`config.mk`:
```
export PLATFORM = sky130hd
export DESIGN_NAME = estop_seq
export DESIGN_NICKNAME = d
export VERILOG_FILES = /design/src/rtl/estop_pkg.sv /design/src/rtl/estop_seq.sv /design/src/rtl/estop_timer.sv
export VERILOG_INCLUDE_DIRS = /design/src /design/src/rtl
export SDC_FILE = /design/constraint.sdc
export NUM_CORES = 1
export LEC_CHECK = 0
export BUFFER_PORTS_ARGS = -buffer_cell sky130_fd_sc_hd__clkbuf_2
export CAP_MARGIN = 10
export CORE_MARGIN = 3
export CORE_UTILIZATION = 51
export CTS_CLUSTER_DIAMETER = 120
export DETAILED_ROUTE_END_ITERATION = 10
export GPL_TIMING_DRIVEN = 1
export PLACE_DENSITY = 0.78
export SYNTH_ARGS = -nofsm -noshare
export SYNTH_HDL_FRONTEND = slang
export SYNTH_SLANG_ARGS = --single-unit
```
`constraint.sdc`:
```
create_clock -name CLK -period 2.7 [get_ports CLK]
set_clock_uncertainty 0.2 [all_clocks]
set_input_delay 0.27 -clock CLK [delete_from_list [all_inputs] [get_ports CLK]]
set_output_delay 0.27 -clock CLK [all_outputs]
set_load 0.05 [all_outputs]
```
`src/rtl/estop_defs.svh`:
```
// Constant definitions for the emergency stop brake sequencer
`ifndef ESTOP_DEFS_SVH
`define ESTOP_DEFS_SVH
// Clock period in picoseconds (200 MHz)
`define ESTOP_CLK_PERIOD_PS 5000
// Default counter width for delays and timeouts
`define ESTOP_CNT_W 32
// Default speed word width
`define ESTOP_SPEED_W 16
// Cycles of the delay counter that stand for one delay tick
`define ESTOP_TICK_CYCLES 1
`endif

```
`src/rtl/estop_pkg.sv`:
```
// Package of types for the emergency stop brake sequencer
package estop_pkg;
	// Sequencer states
	typedef enum logic [2:0] {
		ST_IDLE    = 3'b000, // Waiting for a stop request
		ST_RAMP    = 3'b001, // Drive ramping, speed watched
		ST_EXTRA   = 3'b010, // Extra delay before brake and torque off
		ST_BRAKE   = 3'b011, // Brake on, torque off maybe pending
		ST_DONE    = 3'b100  // Stop completed, waiting for acknowledge
	} seq_state_t;
	// Monitoring variant
	typedef enum logic {
		MODE_TIME = 1'b0, // Stop timeout monitoring
		MODE_RAMP = 1'b1  // Deceleration ramp monitoring
	} mon_mode_t;
endpackage : estop_pkg

```
`src/rtl/estop_seq.sv`:
```
// Emergency stop sequencer with speed limit activated brake and torque off
// Contract
// - Time mode: request starts timeout, stop active
// - Delay zero or positive: brake, torque together
// - Negative delay: brake now, torque later
// - Torque off flag follows actual torque off
// - Optional extra delay before brake activation
// - Timeout expiry forces torque off anyway
// - Time mode: zero speed means completed
// - Acknowledge only when completed and released
// - Acknowledge clears outputs, drive may modulate
// - Ramp mode: monitor limits after response time
// - Ramp mode: stop monitoring below brake speed
// - Ramp mode: limit hit forces torque off
// - Ramp mode: time-to-zero expiry means completed
`include "estop_defs.svh"
module estop_seq #(
	parameter int SPEED_W = `ESTOP_SPEED_W,
	parameter int CNT_W   = `ESTOP_CNT_W
) (
	// Clock and reset
	input  wire logic               CLK,
	input  wire logic               SRST,
	// Stop request and acknowledge
	input  wire logic               STOP_REQUEST,
	input  wire logic               ACKNOWLEDGE,
	// Configuration
	input  wire logic               RAMP_MODE,
	input  wire logic [SPEED_W-1:0] BRAKE_SPEED_LIMIT,
	input  wire logic [SPEED_W-1:0] ZERO_SPEED_LIMIT,
	input  wire logic [CNT_W-1:0]   STOP_TIMEOUT,
	input  wire logic [CNT_W-1:0]   RESPONSE_TIME,
	input  wire logic [CNT_W-1:0]   EXTRA_ACTIVATION_DELAY,
	input  wire logic               BRAKE_DELAY_NEGATIVE,
	input  wire logic [CNT_W-1:0]   BRAKE_TO_TORQUE_OFF_DELAY,
	input  wire logic [CNT_W-1:0]   BRAKE_TIME_TO_ZERO,
	// Speed and ramp limits
	input  wire logic [SPEED_W-1:0] MOTOR_SPEED,
	input  wire logic [SPEED_W-1:0] RAMP_LIMIT_LOW,
	input  wire logic [SPEED_W-1:0] RAMP_LIMIT_HIGH,
	// Drive side outputs
	output logic                    RAMP_DOWN,
	output logic                    MODULATION_ALLOWED,
	output logic                    BRAKE_CONTROL,
	output logic                    TORQUE_OFF,
	// Indications
	output logic                    STOP_ACTIVE_FLAG,
	output logic                    STOP_COMPLETED_FLAG,
	output logic                    TORQUE_OFF_ACTIVE_FLAG,
	output logic                    RAMP_MONITOR_ACTIVE,
	output logic                    ACK_ALLOWED
);
	// Refuse widths the comparators and timers cannot serve
	if (SPEED_W < 2 || SPEED_W > 32 || CNT_W < 2 || CNT_W > 32) begin : g_bad_width
		$error("estop_seq: unsupported width");
	end

	estop_pkg::seq_state_t state_q;  // Sequence state
	estop_pkg::seq_state_t state_d;  // Next state
	estop_pkg::mon_mode_t  mode_q;   // Mode latched at request
	logic torque_q;                  // Torque off active
	logic torque_d;                  // Next torque off
	logic brake_q;                   // Brake control active
	logic brake_d;                   // Next brake
	logic complete_q;                // Stop completed
	logic complete_d;                // Next completed
	logic ramp_q;                    // Drive ramping down
	logic mon_q;                     // Ramp monitoring active
	logic mon_d;                     // Next monitoring

	// Timer handshakes
	logic idle_clear;                // Clears every timer
	logic resp_exp;                  // Response time over
	logic tmo_exp;                   // Stop timeout over
	logic extra_exp;                 // Extra delay over
	logic extra_run;                 // Extra delay counting
	logic btd_exp;                   // Brake to torque delay over
	logic ttz_exp;                   // Time to zero over
	logic start_req;                 // Request accepted in idle
	logic below_brake;               // Speed under brake limit
	logic at_zero;                   // Speed at zero limit
	logic ramp_hit;                  // Speed outside the ramp limits while monitored
	logic brake_now;                 // Brake activating this cycle
	logic ack_ok;                    // Acknowledge accepted

	// Compare decoding
	function automatic logic below(input logic [SPEED_W-1:0] s,
		input logic [SPEED_W-1:0] lim);
		below = (s < lim);
	endfunction : below

	assign start_req   = (state_q == estop_pkg::ST_IDLE) && STOP_REQUEST;
	assign idle_clear  = ack_ok;
	assign below_brake = below(MOTOR_SPEED, BRAKE_SPEED_LIMIT);
	assign at_zero     = !below(ZERO_SPEED_LIMIT, MOTOR_SPEED);
	assign ramp_hit    = mon_q && (below(MOTOR_SPEED, RAMP_LIMIT_LOW) ||
		below(RAMP_LIMIT_HIGH, MOTOR_SPEED));
	assign ack_ok      = complete_q && !STOP_REQUEST && ACKNOWLEDGE;
	assign brake_now   = (state_q == estop_pkg::ST_EXTRA) && extra_exp;

	// Response time, after which the drive ramps
	estop_timer #(.W(CNT_W)) u_resp (
		.clk(CLK), .srst(SRST), .start(start_req), .clear(idle_clear),
		.length(RESPONSE_TIME), .running(), .expired(resp_exp)
	);
	// Stop timeout, time mode only
	estop_timer #(.W(CNT_W)) u_tmo (
		.clk(CLK), .srst(SRST),
		.start(start_req && !RAMP_MODE),
		.clear(idle_clear), .length(STOP_TIMEOUT), .running(), .expired(tmo_exp)
	);
	// Extra delay after the brake speed crossing
	estop_timer #(.W(CNT_W)) u_extra (
		.clk(CLK), .srst(SRST),
		.start((state_q == estop_pkg::ST_RAMP) && resp_exp && below_brake && !extra_run),
		.clear(idle_clear), .length(EXTRA_ACTIVATION_DELAY),
		.running(extra_run), .expired(extra_exp)
	);
	// Brake to torque off delay, negative setting only
	estop_timer #(.W(CNT_W)) u_btd (
		.clk(CLK), .srst(SRST), .start(brake_now && BRAKE_DELAY_NEGATIVE),
		.clear(idle_clear), .length(BRAKE_TO_TORQUE_OFF_DELAY),
		.running(), .expired(btd_exp)
	);
	// Brake time to zero, ramp mode only
	estop_timer #(.W(CNT_W)) u_ttz (
		.clk(CLK), .srst(SRST),
		.start(brake_now && (mode_q == estop_pkg::MODE_RAMP)),
		.clear(idle_clear), .length(BRAKE_TIME_TO_ZERO),
		.running(), .expired(ttz_exp)
	);

	// Next state and output decode
	always_comb begin
		state_d    = state_q;
		torque_d   = torque_q;
		brake_d    = brake_q;
		complete_d = complete_q;
		mon_d      = mon_q;
		unique case (state_q)
			estop_pkg::ST_IDLE: begin
				// Mode sampled here and held for the sequence
				if (STOP_REQUEST) begin
					state_d = estop_pkg::ST_RAMP;
				end
			end
			estop_pkg::ST_RAMP: begin
				// Start monitoring with ramping in ramp mode
				if (resp_exp && mode_q == estop_pkg::MODE_RAMP && !below_brake) begin
					mon_d = 1'b1;
				end
				if (resp_exp && below_brake) begin
					mon_d   = 1'b0;
					state_d = estop_pkg::ST_EXTRA;
				end
			end
			estop_pkg::ST_EXTRA: begin
				// Wait out the extra delay, then brake
				if (extra_exp) begin
					brake_d = 1'b1;
					if (!BRAKE_DELAY_NEGATIVE) begin
						torque_d = 1'b1;
					end
					state_d = estop_pkg::ST_BRAKE;
				end
			end
			estop_pkg::ST_BRAKE: begin
				// Deferred torque off
				if (btd_exp) begin
					torque_d = 1'b1;
				end
				if ((mode_q == estop_pkg::MODE_TIME && at_zero) ||
					(mode_q == estop_pkg::MODE_RAMP && ttz_exp)) begin
					complete_d = 1'b1;
					state_d    = estop_pkg::ST_DONE;
				end
			end
			estop_pkg::ST_DONE: begin
				// Wait for a valid acknowledge
				if (btd_exp) begin
					torque_d = 1'b1;
				end
				if (ack_ok) begin
					state_d    = estop_pkg::ST_IDLE;
					torque_d   = 1'b0;
					brake_d    = 1'b0;
					complete_d = 1'b0;
				end
			end
			default: begin
				state_d = estop_pkg::ST_IDLE;
			end
		endcase
		// Forced torque off from timeout or ramp limit
		if (state_q != estop_pkg::ST_IDLE && !ack_ok) begin
			if (mode_q == estop_pkg::MODE_TIME && tmo_exp) begin
				torque_d = 1'b1;
			end
			if (ramp_hit) begin
				torque_d = 1'b1;
			end
		end
		// Completion only from the brake stage, so the brake always runs even when zero speed
		// comes during the extra delay; a deferred torque off is dropped if acknowledged first
		// Monitoring never runs outside ramping
		if (state_d != estop_pkg::ST_RAMP) begin
			mon_d = 1'b0;
		end
	end

	// State registers
	always_ff @(posedge CLK) begin
		if (SRST) begin
			state_q    <= estop_pkg::ST_IDLE;
			mode_q     <= estop_pkg::MODE_TIME;
			torque_q   <= 1'b0;
			brake_q    <= 1'b0;
			complete_q <= 1'b0;
			mon_q      <= 1'b0;
			ramp_q     <= 1'b0;
		end else begin
			state_q    <= state_d;
			torque_q   <= torque_d;
			brake_q    <= brake_d;
			complete_q <= complete_d;
			mon_q      <= mon_d;
			// Ramp request follows the response time
			ramp_q     <= resp_exp && (state_d != estop_pkg::ST_IDLE);
			if (start_req) begin
				mode_q <= estop_pkg::mon_mode_t'(RAMP_MODE);
			end
		end
	end

	// Outputs
	assign RAMP_DOWN              = ramp_q;
	assign MODULATION_ALLOWED     = !torque_q;
	assign BRAKE_CONTROL          = brake_q;
	assign TORQUE_OFF             = torque_q;
	assign STOP_ACTIVE_FLAG       = (state_q != estop_pkg::ST_IDLE);
	assign STOP_COMPLETED_FLAG    = complete_q;
	assign TORQUE_OFF_ACTIVE_FLAG = torque_q;
	assign RAMP_MONITOR_ACTIVE    = mon_q;
	assign ACK_ALLOWED            = complete_q && !STOP_REQUEST;

	// Assertions
	a_torque_flag_tracks: assert property (@(posedge CLK) disable iff (SRST)
		TORQUE_OFF_ACTIVE_FLAG == TORQUE_OFF) else $error("torque flag mismatch");
	a_brake_with_torque: assert property (@(posedge CLK) disable iff (SRST)
		brake_now && !BRAKE_DELAY_NEGATIVE |=> BRAKE_CONTROL && TORQUE_OFF)
		else $error("brake and torque not together");
	a_brake_first: assert property (@(posedge CLK) disable iff (SRST)
		brake_now && BRAKE_DELAY_NEGATIVE && BRAKE_TO_TORQUE_OFF_DELAY > CNT_W'(1)
		&& !ramp_hit && !tmo_exp |=> BRAKE_CONTROL && !TORQUE_OFF)
		else $error("torque came with brake");
	a_start_flags: assert property (@(posedge CLK) disable iff (SRST)
		start_req |=> STOP_ACTIVE_FLAG && !STOP_COMPLETED_FLAG)
		else $error("stop not active after request");
	a_timeout_force: assert property (@(posedge CLK) disable iff (SRST)
		STOP_ACTIVE_FLAG && mode_q == estop_pkg::MODE_TIME && tmo_exp && !ack_ok
		|=> TORQUE_OFF) else $error("timeout did not force torque off");
	a_ack_gate: assert property (@(posedge CLK) disable iff (SRST)
		STOP_ACTIVE_FLAG && ACKNOWLEDGE && STOP_REQUEST |=> STOP_ACTIVE_FLAG)
		else $error("acknowledge taken with request present");
	a_ack_clears: assert property (@(posedge CLK) disable iff (SRST)
		ack_ok |=> !STOP_ACTIVE_FLAG && !BRAKE_CONTROL && !TORQUE_OFF
		&& !STOP_COMPLETED_FLAG) else $error("acknowledge did not clear");
	a_ramp_limit: assert property (@(posedge CLK) disable iff (SRST)
		ramp_hit && !ack_ok |=> TORQUE_OFF) else $error("ramp limit ignored");
	a_mon_stops: assert property (@(posedge CLK) disable iff (SRST)
		state_q == estop_pkg::ST_RAMP && resp_exp && below_brake |=> !RAMP_MONITOR_ACTIVE)
		else $error("monitoring not stopped");
	a_mode_hold: assert property (@(posedge CLK) disable iff (SRST)
		STOP_ACTIVE_FLAG && $past(STOP_ACTIVE_FLAG) |-> $stable(mode_q))
		else $error("mode changed in sequence");
	// Stage and timer checks
	a_extra_wait: assert property (@(posedge CLK) disable iff (SRST)
		state_q == estop_pkg::ST_EXTRA && !extra_exp |=> !BRAKE_CONTROL)
		else $error("brake before extra delay");
	a_mon_start: assert property (@(posedge CLK) disable iff (SRST)
		state_q == estop_pkg::ST_RAMP && resp_exp && mode_q == estop_pkg::MODE_RAMP
		&& !below_brake |=> RAMP_MONITOR_ACTIVE) else $error("monitoring not started");
	a_zero_done: assert property (@(posedge CLK) disable iff (SRST)
		state_q == estop_pkg::ST_BRAKE && mode_q == estop_pkg::MODE_TIME && at_zero
		|=> STOP_COMPLETED_FLAG) else $error("zero speed did not complete");
	a_ttz_done: assert property (@(posedge CLK) disable iff (SRST)
		state_q == estop_pkg::ST_BRAKE && mode_q == estop_pkg::MODE_RAMP && ttz_exp
		|=> STOP_COMPLETED_FLAG) else $error("time to zero did not complete");
	a_timers_cleared: assert property (@(posedge CLK) disable iff (SRST)
		ack_ok |=> !resp_exp && !tmo_exp && !extra_exp && !btd_exp && !ttz_exp)
		else $error("timers not cleared at idle");
	c_timeout_force: cover property (@(posedge CLK) disable iff (SRST)
		mode_q == estop_pkg::MODE_TIME && STOP_ACTIVE_FLAG && tmo_exp);
	c_time_complete: cover property (@(posedge CLK) disable iff (SRST)
		mode_q == estop_pkg::MODE_TIME && $rose(STOP_COMPLETED_FLAG));
	c_ramp_complete: cover property (@(posedge CLK) disable iff (SRST)
		mode_q == estop_pkg::MODE_RAMP && $rose(STOP_COMPLETED_FLAG));
	c_brake_first: cover property (@(posedge CLK) disable iff (SRST)
		BRAKE_CONTROL && !TORQUE_OFF ##1 TORQUE_OFF);
	c_ack: cover property (@(posedge CLK) disable iff (SRST) ack_ok);
endmodule : estop_seq

```
`src/rtl/estop_timer.sv`:
```
// Loadable down-counting timer used for every delay of the sequencer
`include "estop_defs.svh"
module estop_timer #(
	parameter int W = `ESTOP_CNT_W
) (
	// Clock and reset
	input  wire logic         clk,
	input  wire logic         srst,
	// Control
	input  wire logic         start,
	input  wire logic         clear,
	input  wire logic [W-1:0] length,
	// Status
	output logic              running,
	output logic              expired
);
	// Refuse widths the counter cannot serve
	if (W < 2 || W > 32) begin : g_bad_width
		$error("estop_timer: unsupported width");
	end

	logic [W-1:0] cnt_q;     // Remaining cycles
	logic         run_q;     // Counting
	logic         exp_q;     // Sticky expiry
	logic         hit_zero;  // Last count reached

	assign hit_zero = run_q && (cnt_q <= W'(1));
	assign running  = run_q;
	assign expired  = exp_q;

	// Count down; clear wins over everything
	always_ff @(posedge clk) begin
		if (srst || clear) begin
			cnt_q <= '0;
			run_q <= 1'b0;
			exp_q <= 1'b0;
		end else if (start) begin
			cnt_q <= length;
			run_q <= (length != '0);
			exp_q <= (length == '0);
		end else if (hit_zero) begin
			cnt_q <= '0;
			run_q <= 1'b0;
			exp_q <= 1'b1;
		end else if (run_q) begin
			cnt_q <= cnt_q - W'(1);
		end
	end
endmodule : estop_timer

```
; ---- Yosys cells after proc, flatten, opt, wreduce, memory -nomap -nowiden
; Cells that the tools add are included.
[word_totals]
regBits = 179
[op_classes]
addsub = 5
n_lt_le_gt_ge = 9
eq_ne = 8
muxes = 56
bitwise = 1
n_reduce_logical = 64
[op_table]
columns = operator, n
row1 = $mux 32, 15
row2 = $le 32x1->1 const B, 5
row3 = $logic_not 32->1, 5
row4 = $reduce_bool 32->1, 5
row5 = $sub 32x1->32 const B, 5
row6 = $lt 16x16->1, 4
row7 = $mux 1, 32
row8 = $logic_and 1x1->1, 24
row9 = $reduce_bool 3->1, 7
row10 = $reduce_bool 2->1, 8
row11 = $mux 3, 5
row12 = $pmux 3 s5, 1
row13 = $logic_not 1->1, 7
row14 = $eq 3x2->1 const B, 2
row15 = $reduce_and 3->1, 2
row16 = $ne 2x2->1 const B, 2
row17 = $pmux 1 s2, 2
row18 = $eq 3x1->1 const B, 1
row19 = $eq 3x3->1 const B, 1
row20 = $logic_not 3->1, 1
row21 = $logic_or 1x1->1, 3
row22 = $ne 3x1->1 const B, 1
row23 = $pmux 1 s3, 1
row24 = $ne 2x1->1 const B, 1
row25 = 3 further kinds, 3

; ---- Longest topological paths before layout
[logic_depth]
word_depth = 8
ltp_mapped = 11
ltp_nobuf = 9

; ---- Modules after synthesis
; From an unflattened synthesis, not the netlist that was laid out.
[unflattened]
cells_unflattened = 1594
hier_area_um2 = 13071.3
[modules_own_cells]
columns = mod, instances, cells_per_inst, area_each_um2, seq_area_each_um2
row1 = estop_timer at u_btd ..., 3, 266, 2270.9, 680.7
row2 = estop_timer at u_tmo ..., 2, 265, 2140.8, 680.7
row3 = estop_seq, 1, 266, 1976.9, 180.2

; ---- Worst setup path after synthesis
; No wires, ideal clock.
[synth_timing]
kind = register to register
from = reg complete_q, in the netlist STOP_COMPLETED_FLAG
to = reg u_btd.cnt_q[30]
arrival_ns = 2.619
required_ns = 2.367
slack_ns = -0.253
stages_incl_launch_ff = 8
path_buffers = 3
path_cell_list = dfxtp_1 -> nor2b_1 -> and2_1 -> clkbuf_1 -> or2_2 -> clkbuf_1 -> clkbuf_1 -> o22ai_1
[synth_between]
elab_chain_cells = 3
[synth_rtl]
columns = element, line
row1 = start: declaration, estop_seq.sv:65  ; logic complete_q;
row2 = start signal: assignment, estop_seq.sv:225  ; complete_q <= complete_d;
row3 = $logic_and 1x1->1, --
row4 = net ACK_ALLOWED, estop_seq.sv:51  ; output logic ACK_ALLOWED
row5 = $logic_and 1x1->1, estop_seq.sv:98  ; assign ack_ok = complete_q && !STOP_REQUEST && ACKNOWLEDGE;
row6 = $logic_or 1x1->1, estop_timer.sv:33  ; if (srst || clear) begin
row7 = end signal: assignment, estop_timer.sv:38  ; cnt_q <= length;
row8 = end signal: assignment, estop_timer.sv:46  ; cnt_q <= cnt_q - W'(1);
row9 = end: declaration, estop_timer.sv:22  ; logic [W-1:0] cnt_q;
; The timed path passes the listed nets, and every way through them passes these cells.
; A chain may end at the register's enable or synchronous reset.

; ---- Worst setup path in the final report
[layout_timing]
from = reg u_ttz.cnt_q[9]
to = reg u_ttz.cnt_q[28]
[layout_between]
elab_chain_cells = 4
[layout_rtl]
columns = element, line
row1 = start: declaration, estop_timer.sv:22
row2 = start signal: assignment, estop_timer.sv:38
row3 = start signal: assignment, estop_timer.sv:46
row4 = $sub 32x1->32 / $le 32x1->1 (equally long branches), "estop_timer.sv:46, estop_timer.sv:27"
row5 = $mux 32 / $logic_and 1x1->1 (equally long branches), "estop_timer.sv:45, estop_timer.sv:27"
row6 = $mux 32, estop_timer.sv:41  ; end else if (hit_zero) begin
row7 = $mux 32, estop_timer.sv:37  ; end else if (start) begin
; Several ways; a longest one is shown, not always the timed one. The select of a mux whose other input is x is not followed.

==> qor.txt <==
drt drc = 0
RSZ-0062 raised after global routing = true
TritonRoute pass-1 iters = 7
average size of a mapped cell = 7.73 sq um
most numerous cell on the critical path = or4_4
# rows = 56
area of the core = 23,500 sq um
CTS tree = built
die area = 25,900 sq um
CP Capture Type = flop
slowest CP cell = or4_4
drt via density = 6.21
end point of the critical path = u_ttz.cnt_q[28]$_SDFFE_PP0P_
remaining antenna violation count = 0
Worst-Skew Late Latency = 0.43 ns
Final Hold Viols = 0
cells after synthesis = 1,586
R2R depth = 6
DR iter-0 viols = 1,693
# setup viols final = 14
R2R Setup Slk = -0.17 ns
Synth area leaders = dfxtp_1 29%, ha_1 7.1%, nor2_1 5.9%
Async SR Flop Fraction = 0%
maximum vdd drop = 0.000427 V
Synth area leader = dfxtp_1
initial antenna violation count = 2
R2R Path Start = u_ttz.cnt_q[9]$_SDFFE_PP0P_
crit-path max cell delay = 0.54 ns
Port Buf Inserts = 254
first-pass GRT wire length = 71.3 mm
Final min period = 2.87 ns
Setup CP Type = reg -> reg
Cell variety after synth = 85
IO Pins = 255
PD cells = 455 nW/um^2
clk root buf = clkbuf_16
share of the synthesized area in the top cell type = 29.2%
dominant synthesized flop cell = dfxtp_1
clock-pin slew on the worst setup and hold paths = 0.08 ns
global route total overflow = 0
crit share post-route = 106%
die height = 161 um
final cell count without fillers = 2,397
commonest cells in the netlist = 193 x nor2_1, 179 x dfxtp_1, 98 x nand2_1
Cell Chain, Critical Path = or4_4 > or4_4 > or3_4 > or4_4 > o21ai_2 > o221a_1
largest net degree at the start of global routing = 47
drt total wl = 45.9 mm
Worst Setup SP = u_ttz.cnt_q[9]$_SDFFE_PP0P_
Sink Count = 179
status = finished with violations
HP Start = SRST
crit-path max FO = 4
Critical Path AT = 3.04 ns
Yosys Warn Count = 0
max_cap viols = 0
actual slew at the worst max-slew pin = 0.759 ns
EDFF count, synth = 0
vias in the first global route = 14.4k
sequential share of the synthesized area = 29.2%
f_max = 348 MHz
syn_nets = 1,902
Final Net Count = 2,380
Vias = 14.9k
relative slew slack = 49.3%
Synth Register Bits = 179
Cell Count Post-Placement = 2,222
die width = 161 um
Slew Viols, Final = 0
layout cells sized above 1 = 27.8%
synthesized area = 12,300 sq um
Synth-to-Final Area Change = 40.6%
final worst slack = -0.173 ns
top-count cell post-synth = nor2_1
CP Launch Type = flop
starting density of the core = 52.1%
Final HPWL DP = 30.7 mm
Hold WC Path Type = in -> reg
gpl congestion = 0.978
CTS HTree Levels = 4
leakage = 7.85 nW
Wirelength per Cell = 19.1 um
maximum buffer depth of the clock tree = 2
Tot GR Track Use = 32.9%
CP Data Required Time = 2.87 ns
reg-to-reg endpoint = u_ttz.cnt_q[28]$_SDFFE_PP0P_
failing checks = setup timing
CTS buffer count = 17
fin util = 73.2%
-- critical path, delay by kind of cell, from the launching register on --
kind	cells	cell delay (ns)
AOI/OAI and AO/OA	2	0.38
DFF	1	0.32
and+or+nand+nor	4	1.91
-- what timing repair did --
item	in CTS	in global routing
setup buffers	2	12
setup endpoints to repair	27	105
cloned	0	1
pin swaps	8	36
hold buffers	126	1
hold endpoints to repair	125	1
gates resized for setup	21	89
-- sequential cells by signal, indices dropped and copies added, names as in the netlist, 3 cells and up --
register	flops
u_extra.cnt_q	32
state_q	3
u_tmo.cnt_q	32
u_btd.cnt_q	32
u_resp.cnt_q	32
u_ttz.cnt_q	32
-- cell usage in the layout, fill, tap and decap left out, types with 9 or more instances in the layout --
master,synthesis,routed
nor3_1,81,66
dfxtp_1,179,171
or4_4,3,12
a221oi_1,41,28
a21oi_1,87,86
nor4_1,78,65
buf_4,2,153
and2_1,9,9
nand2_1,98,95
and3_1,20,19
inv_1,70,69
or4_1,23,14
a31oi_1,22,22
nor4_2,1,9
nand2b_1,11,11
clkbuf_16,0,17
a221oi_2,1,13
ha_1,70,69
o211a_1,12,12
o31ai_1,14,13
xor2_1,60,60
o21ai_0,92,88
o22ai_1,21,21
nor2_1,193,182
a22oi_1,16,16
dlygate4sd3_1,0,127
a211oi_1,12,11
nand3_1,24,23
nor3b_1,31,31
nor3_2,1,11
xnor2_1,33,33
or3_1,26,22
clkbuf_2,0,254
a21o_1,15,15
nand4_1,29,29
-- worst min path at each step --
stage,to,slack (ns),cells past startpoint
final,BRAKE_CONTROL$_SDFFE_PP0P_,0.01,2
after global routing,u_resp.cnt_q[31]$_SDFFE_PP0P_,0.02,3
after CTS,BRAKE_CONTROL$_SDFFE_PP0P_,0.0005,2
after detailed placement,u_resp.cnt_q[26]$_SDFFE_PP0P_,0.27,2
after global placement,u_ttz.cnt_q[8]$_SDFFE_PP0P_,0.25,2
after floorplan,u_ttz.cnt_q[11]$_SDFFE_PP0P_,0.18,2
-- power breakdown --
part           internal (mW)  switching, mW  leakage (nW)
Combinational           1.19           1.33          6.12
Sequential              2.77          0.133          1.46
Clock                   1.21           1.21         0.268
Total                   5.18           2.67          7.85
-- stage by stage --
| stage | cell area, sq um | setup WS (ns) | hold slack [ns] | setup TNS [ns] | total power, mW |
|---|---|---|---|---|---|
| finish | 17200 | -0.173 | 0.0103 | -0.941 | 7.85 |
| global route | 17200 | -0.207 | 0.0189 | -2.22 | 8.20 |
| CTS | 16700 | -0.0824 | 0.000537 | -0.192 | 7.68 |
| detailed placement | 14800 | -0.221 | 0.268 | -4.08 | 5.12 |
| global placement | 14800 | -0.129 | 0.255 | -1.06 | 5.06 |
| floorplan | 12300 | -0.147 | 0.179 | -1.01 | 4.25 |
-- cell type report --
| cell class | instances | area (sq um) |
|---|---|---|
| sequential | 179 | 3590 |
| clock inverter | 14 | 120 |
| clock buffer | 18 | 429 |
| antenna | 1 | 2.50 |
| tap | 319 | 399 |
| multi-input combinational | 1251 | 8590 |
| inverter | 70 | 263 |
| timing repair buffer | 545 | 3850 |
| fill | 1691 | 6300 |
-- kinds of logic (layout without fill, tap and decap cells) --
kind of cell	Yosys count	after routing	synth area share, %
muxes	8	8	0.684
adders and majority gates	70	70	7.14
xor gates and xnor gates	93	93	6.64
other	0	1	0
DFF	179	179	29.2
AOI/OAI and AO/OA	393	393	21.3
and+or+nand+nor	686	687	30.0
buffers and inverters	157	647	5.03
-- per-layer routing --
metal / global-route usage (%) / part of all wire, %
met4: 12.1 / 3.5
met5: 0 / 0.028
met3: 5.10 / 9.1
met2: 55.9 / 48
met1: 42.4 / 39
Note: power is estimated with default switching activity, not from simulation.
